File: src/hdl/lane_framer_consts.svh
// Constants for the lane framer: format codes, frame shapes, pattern codes.
// Assumes inclusion by the framer only.
`ifndef LANE_FRAMER_CONSTS_SVH
`define LANE_FRAMER_CONSTS_SVH

// Lane format codes
`define FMT_12B_D4_16L    5'h0c
`define FMT_15B_D8_2L     5'h0d
`define FMT_15B_D8_4L     5'h0e
`define FMT_15B_D16_1L    5'h0f
`define FMT_15B_D16_2L    5'h10
`define FMT_8B_SINGLE_16L 5'h11
`define FMT_8B_DUAL_16L   5'h12

// Frame length in octets minus one
`define FLEN_8            3'h7
`define FLEN_4            3'h3
`define FLEN_2            3'h1
`define FLEN_1            3'h0

// Lanes in use per link
`define LANES_8           4'h8
`define LANES_2           4'h2
`define LANES_1           4'h1
`define LANES_0           4'h0

// Operating-state values that keep the serializers up
`define OPST_NORMAL       8'h00
`define OPST_ALT          8'h01

// Test-pattern select codes
`define TP_NONE           4'h0
`define TP_PRBS7          4'h1
`define TP_PRBS15         4'h2
`define TP_PRBS23         4'h3
`define TP_RAMP           4'h4

// Sample packing, spare-lane octet, ramp and PRBS seed values
`define TAIL_NIBBLE       4'h0
`define S15_MASK          16'hfffe
`define SPARE_OCTET       8'h55
`define RAMP_START        8'h00
`define RAMP_STEP         8'h01
`define PRBS_SEED_STEP    23'h000005

`endif

File: src/hdl/lane_framer_pkg.sv
// Types shared by the lane framer and its surroundings.
// Assumes lane_framer_consts.svh sits beside it.
package lane_framer_pkg;

  // Samples of one frame; 16-bit left-aligned words per stream
  typedef struct packed {
    logic [19:0][15:0] ai;
    logic [19:0][15:0] aq;
    logic [19:0][15:0] bi;
    logic [19:0][15:0] bq;
  } frame_in_t;

  // Host configuration fields
  typedef struct packed {
    logic [4:0] lane_format_select;
    logic [3:0] test_pattern_select;
    logic [7:0] op_state_select;
    logic       channel_a_route_select;
    logic       channel_b_route_select;
    logic       channel_a_powerdown;
    logic       channel_b_powerdown;
    logic       link_a_spare_lane_keepalive;
    logic       link_b_spare_lane_keepalive;
  } cfg_t;

  // Lanes 0..7 are link A, 8..15 are link B
  typedef logic [15:0][7:0] lane_octets_t;

  typedef enum logic {ST_DOWN, ST_RUN} run_state_t;

endpackage

File: src/hdl/lane_framer.sv
// Transmit lane mapper and test-pattern source for a two-link serial output.
// Assumes one octet per lane per clk_sys edge and a same-clock link layer
// that reports the end of its alignment sequence on ila_done.
//
// Overview of operation
// - 12-bit dec-4, 16 lanes: even lanes I, odd Q, five samples plus tail.
// - 15-bit dec-8, 2 lanes: lane 0 sends I then Q, link B mirrors.
// - 15-bit dec-8, 4 lanes: lane 0 carries I, lane 1 carries Q.
// - 15-bit dec-16, 1 lane: link A lane 0 sends AI, AQ, BI, BQ.
// - 15-bit dec-16, 2 lanes: each link lane 0 sends I then Q.
// - 8-bit single channel: link A lane k sample 2k, link B 2k+1.
// - 8-bit dual channel: link A lane k A sample k, link B B sample k.
// - Route select feeds one channel to both down-converters.
// - Unused converter powers down under binding when its bit is set.
// - Route select duplicates one channel on both links, not single-channel formats.
// - Full power-down pin or operating state disables every output driver.
// - Operating state other than 0x00 or 0x01 powers down all serializers.
// - Channel power-down bit powers down that converter and its lanes.
// - Lanes beyond the format's count are powered down on each link.
// - Keep-alive bits keep spare lanes powered and toggling.
// - Pattern select picks the stream; lane power never depends on the pattern.
// - PRBS bits go out unencoded, each lane at its own phase.
// - PRBS7 bit is XOR of bits six and seven back.
// - PRBS15 uses taps 14,15; PRBS23 uses taps 18,23.
// - Ramp sends identical incrementing octet on all powered in-use lanes after alignment.
`timescale 1ns/1ps
`include "lane_framer_consts.svh"

module lane_framer #(
  parameter int LANES = 16
) (
  // Clock and reset
  input  wire logic                         clk_sys,
  input  wire logic                         nrst,
  // Configuration and pins
  input  wire lane_framer_pkg::cfg_t        cfg,
  input  wire logic                         full_powerdown_pin,
  input  wire logic                         ila_done,
  // Sample frames
  input  wire lane_framer_pkg::frame_in_t   frame_in,
  output logic                              frame_take_ff,
  // Lane outputs
  output lane_framer_pkg::lane_octets_t     lane_data_ff,
  output logic [15:0]                       lane_power_ff,
  output logic                              frame_start_ff,
  // Converter and down-converter control
  output logic [1:0]                        conv_power_ff,
  output logic                              ddc_b_from_a_ff,
  output logic                              ddc_a_from_b_ff
);

  initial begin
    if (LANES != 16) begin
      $error("lane_framer serves exactly sixteen lanes");
    end
  end

  // ------------------------------------------------------------------
  // Pin synchroniser and power decisions
  // ------------------------------------------------------------------
  logic                       pd_s1_ff, pd_s2_ff;
  logic                       nxt_pd_s1, nxt_pd_s2;
  logic                       pd_all;
  logic [3:0]                 cnt_a, cnt_b;
  logic [2:0]                 flen;
  logic                       single_fmt;
  logic [15:0]                nxt_lane_power;
  logic [15:0]                in_use;

  always_comb begin
    nxt_pd_s1 = full_powerdown_pin;
    nxt_pd_s2 = pd_s1_ff;
  end

  always_ff @(posedge clk_sys) begin
    if (!nrst) begin
      pd_s1_ff <= 1'b1;
      pd_s2_ff <= 1'b1;
    end else begin
      pd_s1_ff <= nxt_pd_s1;
      pd_s2_ff <= nxt_pd_s2;
    end
  end

  always_comb begin
    pd_all = pd_s2_ff
          || (cfg.op_state_select != `OPST_NORMAL
              && cfg.op_state_select != `OPST_ALT);
    single_fmt = (cfg.lane_format_select == `FMT_8B_SINGLE_16L);
    unique case (cfg.lane_format_select)
      `FMT_12B_D4_16L:    begin cnt_a = `LANES_8; cnt_b = `LANES_8; flen = `FLEN_8; end
      `FMT_15B_D8_2L:     begin cnt_a = `LANES_1; cnt_b = `LANES_1; flen = `FLEN_4; end
      `FMT_15B_D8_4L:     begin cnt_a = `LANES_2; cnt_b = `LANES_2; flen = `FLEN_2; end
      `FMT_15B_D16_1L:    begin cnt_a = `LANES_1; cnt_b = `LANES_0; flen = `FLEN_8; end
      `FMT_15B_D16_2L:    begin cnt_a = `LANES_1; cnt_b = `LANES_1; flen = `FLEN_4; end
      `FMT_8B_SINGLE_16L: begin cnt_a = `LANES_8; cnt_b = `LANES_8; flen = `FLEN_1; end
      `FMT_8B_DUAL_16L:   begin cnt_a = `LANES_8; cnt_b = `LANES_8; flen = `FLEN_1; end
      default:            begin cnt_a = `LANES_0; cnt_b = `LANES_0; flen = `FLEN_1; end
    endcase
  end

  // Power depends on format, keep-alive and power-downs, never on the pattern
  // One continuous driver per bit, so no two processes write one bit
  for (genvar l = 0; l < 16; l++) begin : g_pwr
    localparam logic [3:0] K = 4'(l % 8);
    localparam bit         LB = (l >= 8);
    assign in_use[l] = LB ? (K < cnt_b) : (K < cnt_a);
    assign nxt_lane_power[l] = !pd_all
      && !(LB ? cfg.channel_b_powerdown : cfg.channel_a_powerdown)
      && (in_use[l] || (LB ? cfg.link_b_spare_lane_keepalive
                           : cfg.link_a_spare_lane_keepalive));
  end

  // ------------------------------------------------------------------
  // Frame sequencing
  // ------------------------------------------------------------------
  lane_framer_pkg::run_state_t state_ff, nxt_state;
  logic [2:0]                  oct_ff, nxt_oct, ph_ff, nxt_ph;
  logic                        nxt_take, nxt_start;
  logic                        take_d_ff, nxt_take_d;
  logic [3:0]                  tp_ff, nxt_tp;
  logic                        reseed;
  lane_framer_pkg::frame_in_t  frame_ff, nxt_frame;

  always_comb begin
    nxt_state = state_ff;
    nxt_oct   = oct_ff;
    case (state_ff)
      lane_framer_pkg::ST_DOWN: begin
        nxt_oct = 3'h0;
        if (!pd_all) begin
          nxt_state = lane_framer_pkg::ST_RUN;
        end
      end
      lane_framer_pkg::ST_RUN: begin
        nxt_oct = (oct_ff >= flen) ? 3'h0 : oct_ff + 3'h1;
        if (pd_all) begin
          nxt_state = lane_framer_pkg::ST_DOWN;
          nxt_oct   = 3'h0;
        end
      end
      default: nxt_state = lane_framer_pkg::ST_DOWN;
    endcase
    nxt_take  = (nxt_state == lane_framer_pkg::ST_RUN) && (nxt_oct == 3'h0);
    nxt_ph    = oct_ff;
    // Octet 0 leaves two edges after the take strobe, once frame_ff holds the frame
    nxt_take_d = frame_take_ff;
    nxt_start  = take_d_ff;
    nxt_tp    = cfg.test_pattern_select;
    // Entering a pattern or leaving power-down restarts every generator
    reseed    = (nxt_tp != tp_ff) || (state_ff == lane_framer_pkg::ST_DOWN);
    nxt_frame = frame_ff;
    if (frame_take_ff) begin
      nxt_frame = frame_in;
      // Binding copies one channel onto the other path; not for single channel
      if (cfg.channel_a_route_select && !single_fmt) begin
        nxt_frame.bi = frame_in.ai;
        nxt_frame.bq = frame_in.aq;
      end else if (cfg.channel_b_route_select && !single_fmt) begin
        nxt_frame.ai = frame_in.bi;
        nxt_frame.aq = frame_in.bq;
      end
    end
  end

  always_ff @(posedge clk_sys) begin
    if (!nrst) begin
      state_ff      <= lane_framer_pkg::ST_DOWN;
      oct_ff        <= 3'h0;
      ph_ff         <= 3'h0;
      frame_take_ff <= 1'b0;
      take_d_ff     <= 1'b0;
      tp_ff         <= `TP_NONE;
      frame_ff      <= '0;
    end else begin
      state_ff      <= nxt_state;
      oct_ff        <= nxt_oct;
      ph_ff         <= nxt_ph;
      frame_take_ff <= nxt_take;
      take_d_ff     <= nxt_take_d;
      tp_ff         <= nxt_tp;
      frame_ff      <= nxt_frame;
    end
  end

  // ------------------------------------------------------------------
  // Ramp counter, shared by all lanes
  // ------------------------------------------------------------------
  logic [7:0] ramp_ff, nxt_ramp;

  always_comb begin
    nxt_ramp = (ila_done && !reseed) ? ramp_ff + `RAMP_STEP : `RAMP_START;
  end

  always_ff @(posedge clk_sys) begin
    if (!nrst) begin
      ramp_ff <= `RAMP_START;
    end else begin
      ramp_ff <= nxt_ramp;
    end
  end

  // ------------------------------------------------------------------
  // Per-lane mapping and PRBS
  // ------------------------------------------------------------------
  lane_framer_pkg::lane_octets_t nxt_lane_data;

  for (genvar l = 0; l < 16; l++) begin : g_lane
    localparam int K  = l % 8;
    localparam bit LB = (l >= 8);
    localparam int M  = K / 2;
    logic [22:0] lfsr_ff, nxt_lfsr;
    logic [7:0]  prbs_oct;
    logic [63:0] word, shifted;
    logic [7:0]  data_oct;
    logic [7:0]  lane_oct;
    logic [19:0][15:0] s_i, s_q;

    // Unencoded bits, first bit of the octet in the MSB
    always_comb begin
      logic bitv;
      bitv     = 1'b0;
      nxt_lfsr = lfsr_ff;
      prbs_oct = 8'h00;
      for (int b = 0; b < 8; b++) begin
        case (tp_ff)
          `TP_PRBS7:  bitv = nxt_lfsr[5] ^ nxt_lfsr[6];
          `TP_PRBS15: bitv = nxt_lfsr[13] ^ nxt_lfsr[14];
          default:    bitv = nxt_lfsr[17] ^ nxt_lfsr[22];
        endcase
        nxt_lfsr = {nxt_lfsr[21:0], bitv};
        prbs_oct = {prbs_oct[6:0], bitv};
      end
      if (reseed) begin
        nxt_lfsr = 23'h000001 + 23'(l) * `PRBS_SEED_STEP;
      end
    end

    always_ff @(posedge clk_sys) begin
      if (!nrst) begin
        lfsr_ff <= 23'h000001 + 23'(l) * `PRBS_SEED_STEP;
      end else begin
        lfsr_ff <= nxt_lfsr;
      end
    end

    always_comb begin
      s_i  = LB ? frame_ff.bi : frame_ff.ai;
      s_q  = LB ? frame_ff.bq : frame_ff.aq;
      word = 64'h0;
      case (cfg.lane_format_select)
        `FMT_12B_D4_16L: begin
          word = (K % 2 == 0)
            ? {s_i[M][15:4], s_i[M+4][15:4], s_i[M+8][15:4],
               s_i[M+12][15:4], s_i[M+16][15:4], `TAIL_NIBBLE}
            : {s_q[M][15:4], s_q[M+4][15:4], s_q[M+8][15:4],
               s_q[M+12][15:4], s_q[M+16][15:4], `TAIL_NIBBLE};
        end
        `FMT_15B_D8_2L, `FMT_15B_D16_2L: begin
          word = {s_i[0] & `S15_MASK, s_q[0] & `S15_MASK, 32'h0};
        end
        `FMT_15B_D8_4L: begin
          word = {((K == 0) ? s_i[0] : s_q[0]) & `S15_MASK, 48'h0};
        end
        `FMT_15B_D16_1L: begin
          word = {frame_ff.ai[0] & `S15_MASK, frame_ff.aq[0] & `S15_MASK,
                  frame_ff.bi[0] & `S15_MASK, frame_ff.bq[0] & `S15_MASK};
        end
        `FMT_8B_SINGLE_16L: begin
          word = {frame_ff.ai[2*K + (LB ? 1 : 0)][15:8], 56'h0};
        end
        `FMT_8B_DUAL_16L: begin
          word = {s_i[K][15:8], 56'h0};
        end
        default: word = 64'h0;
      endcase
      shifted  = word << {ph_ff, 3'b000};
      data_oct = shifted[63:56];
      if (!nxt_lane_power[l] || state_ff != lane_framer_pkg::ST_RUN) begin
        lane_oct = 8'h00;
      end else if (!in_use[l]) begin
        lane_oct = `SPARE_OCTET;
      end else begin
        case (tp_ff)
          `TP_PRBS7, `TP_PRBS15, `TP_PRBS23: lane_oct = prbs_oct;
          `TP_RAMP: lane_oct = ramp_ff;
          default:  lane_oct = data_oct;
        endcase
      end
    end

    assign nxt_lane_data[l] = lane_oct;
  end

  // ------------------------------------------------------------------
  // Output registers
  // ------------------------------------------------------------------
  logic [1:0] nxt_conv;

  always_comb begin
    nxt_conv = {!pd_all && !cfg.channel_b_powerdown,
                !pd_all && !cfg.channel_a_powerdown};
  end

  always_ff @(posedge clk_sys) begin
    if (!nrst) begin
      lane_data_ff    <= '0;
      lane_power_ff   <= 16'h0000;
      frame_start_ff  <= 1'b0;
      conv_power_ff   <= 2'b00;
      ddc_b_from_a_ff <= 1'b0;
      ddc_a_from_b_ff <= 1'b0;
    end else begin
      lane_data_ff    <= nxt_lane_data;
      lane_power_ff   <= nxt_lane_power;
      frame_start_ff  <= nxt_start;
      conv_power_ff   <= nxt_conv;
      ddc_b_from_a_ff <= cfg.channel_a_route_select;
      ddc_a_from_b_ff <= cfg.channel_b_route_select && !cfg.channel_a_route_select;
    end
  end

  logic prbs_run;
  assign prbs_run = lane_power_ff[0] && in_use[0] && state_ff == lane_framer_pkg::ST_RUN;
endmodule // lane_framer

File: config.mk
export PLATFORM = sky130hd
export DESIGN_NAME = lane_framer
export DESIGN_NICKNAME = d
export VERILOG_FILES = /design/src/hdl/lane_framer_pkg.sv /design/src/hdl/lane_framer.sv
export VERILOG_INCLUDE_DIRS = /design/src /design/src/hdl
export SDC_FILE = /design/constraint.sdc
export NUM_CORES = 2
export LEC_CHECK = 0
export BUFFER_PORTS_ARGS = -buffer_cell sky130_fd_sc_hd__buf_2
export CAP_MARGIN = 20
export CORE_AREA = 2 2 567 569
export DETAILED_ROUTE_END_ITERATION = 10
export DIE_AREA = 0 0 569 571
export HOLD_SLACK_MARGIN = 0.1
export PLACE_DENSITY = 0.47
export SYNTH_ARGS = -nofsm -noshare
export SYNTH_HDL_FRONTEND = slang
export SYNTH_SLANG_ARGS = --single-unit
File: constraint.sdc
create_clock -name clk_sys -period 4 [get_ports clk_sys]
set_input_delay 0.4 -clock clk_sys [delete_from_list [all_inputs] [get_ports clk_sys]]
set_output_delay 0.4 -clock clk_sys [all_outputs]
set_load 0.05 [all_outputs]
==> run metrics <==
Reg clk slew, reported paths 0.07 ns; Sequential cell area 30100 um^2; critical setup path kind reg2reg; DRT Wirelength 644 mm; clk root buf clkbuf_16; area of the core 319000 um^2; Post-Syn Nets 11100; die span in x 569 um; EDFF count, synth 0; Post-Syn Area 78000 um^2; Post-Place Cells 15100; critical path peak fanout 25; Max VDD drop 320 uV; Slew Limit Headroom 0.100; Max Cap Viol 0; CTS tree yes; vias in the first global route 88900; 1st-iter DRT viols 15900; DRC errors left 0; endpoints failing hold 0; placed inst area 93700 um^2; Layout area overhead 46.8%; Top-Level Pins 1457; fin nets 13800; vias per cell 5.73; Non-Filler Instances 17000; Final Setup Violations 0; post-synthesis area per instance 7.96 um^2; Final Core Density 0.358; Syn Inst Count 9792; clk_skew 0.0619 ns; Synth cell types 91; Critical Path End Type register; top-count cell post-synth nand2_1; post-synthesis sequential area ratio 0.386; Setup TNS Final 0 ns; RSZ-0062 raised after global routing no; final total power 36.1 mW; Initial Util 0.244; final hold slack 0.130 ns; first-pass GRT wire length 833 mm; top cells by count, synth 2358 x nand2_1, 1504 x dfxtp_1, 1025 x nand3_1; Num CTS Buffers 179; Yosys top cell area share 0.386; max-slew violations 0; FMAX 0.281 GHz; largest net degree at the start of global routing 209; total die area 325000 um^2; Lkg Pwr 52.2 nW; detailed placement HPWL 522 mm; Avg WL per Cell 38.0 um; final worst slack 0.437 ns; total gr overflow 0; placer congestion estimate 1.08; Die Ht 571 um; Async SR Flop Fraction 0; met1 Use GR 0.512; number of core rows 208; gr busiest metal met2; met2 Use GR 0.518; Ys Warns 0; Multi-input gate area 44100 um^2; Pwr Density 316 nW/um^2; min-delay worst type in2reg; fraction of layout cells with a size suffix above 1 0.195; FF+latch count, synth 1504; H-tree depth 4; routed via count 97200; CP required 4.75 ns; Resize count post-CTS 0; fillers 33500; port bufs 1147; initial antenna violation count 224; final period utilization 0.891; Place WS 0.113 ns; worst-skew pair later-pin latency 0.90 ns; post-route cell area 114000 um^2; Worst EP arrival 4.32 ns; met3 Usage GRT 0.0901; Yosys top cell by area dfxtp_1; status finished, final reports clean; Routed Antenna Nets 0; leading post-synthesis cells by cell area dfxtp_1 39%, o211a_1 13%, nand2_1 11%; Top FF cell, synth dfxtp_1; Clock Sinks 1504; GRT Util Overall 0.379; Worst Tran Pin Value 1.35 ns; post-layout min period 3.56 ns; CTS max path bufs 4; Pre-Repair DR Iteration Count 9; startpoint types register
==> state kept, by name (all words and copies together), names as in the netlist, 2 cells and up <==
register,flops
frame_ff,972
g_lane.lfsr_ff,368
lane_data_ff,128
lane_power_ff,8
ramp_ff,8
tp_ff,4
nxt_ph,3
ph_ff,3
conv_power_ff,2
==> cell usage in the layout, fill, tap and decap left out, drive strengths merged, types with 26 or more instances in the layout <==
master       synthesis  final
and3                27     27
o22ai               46     46
dlygate4sd3          0   1433
o31ai               27     27
dfxtp             1504   1504
a21oi              482    482
o211ai              39     39
nor2               216    216
clkinv               0     42
a221oi             114    114
a311oi              72     72
nor3               122    122
and2               265    265
or3                 26     26
a221o               32     32
a22oi               72     72
nand3             1025   1025
a211oi             196    196
a32o                30     30
clkbuf             770    255
buf                215   2084
o21ai              254    254
xnor2               42     42
nand2             2359   2359
o211a              975    975
a22o                65     65
diode                0    100
a222oi              99     99
xor2               355    355
a31oi               69     69
==> routing by layer <==
metal  wire [um]  part of all wire
met1      270000              0.42
met2      251000              0.39
met3       66000              0.10
met5         582           0.00090
met4       57000             0.088
==> critical path, stage by stage (launching register included) <==
cell,delay (ns)
dfxtp_1,0.68
xor2_2,0.28
nand2_4,0.36
buf_12,0.31
a222oi_1,0.49
buf_4,0.24
o21ai_0,0.23
buf_4,0.24
a211oi_1,0.28
a21oi_1,0.13
buf_4,0.19
==> power breakdown <==
group	switching [mW]	internal [mW]
Sequential	0.0218	15.0
Combinational	2.24	1.50
Clock	7.15	10.2
==> layout make-up <==
cell class | count | area share
Multi-Input combinational cell | 7293 | 0.385
Timing Repair Buffer | 3517 | 0.249
Clock inverter | 72 | 0.00826
Inverter | 10 | 0.000328
Antenna cell | 100 | 0.00219
Clock buffer | 255 | 0.0454
Tap cell | 4200 | 0.0459
Sequential cell | 1504 | 0.263
==> kinds of logic (layout without fill, tap and decap cells) <==
family                   after synthesis  after routing  share of synthesized area
AO/OA/AOI/OAI                       2775           2775                      0.286
XOR/XNOR                             397            397                     0.0447
adder cells (fa/ha/maj)                5              5                   0.000802
buffers and inverters                995           3854                     0.0512
flip-flops                          1504           1504                      0.386
multiplexers                          10             10                    0.00143
other                                  0            100                          0
AND/OR/NAND/NOR                     4106           4106                      0.230
==> final timing paths <==
check	slack (ns)	from	depth (start not counted)	endpoint
setup / recovery	0.44	tp_ff[0]	10	lane_data_ff[95]
hold / removal	0.13	frame_in[829]	4	frame_ff[189]
setup reg to reg	0.44	tp_ff[0]	10	lane_data_ff[95]
hold reg to reg	0.43	nxt_start	1	frame_start_ff
==> timing repair <==
item | CTS | global route
setup endpoints to repair | 0 | 0
endpoints found under the hold margin | 990 | 0
hold buffers | 1433 | 0
setup buffers | 0 | 0
No activity file was read; power rests on OpenSTA's default activity.
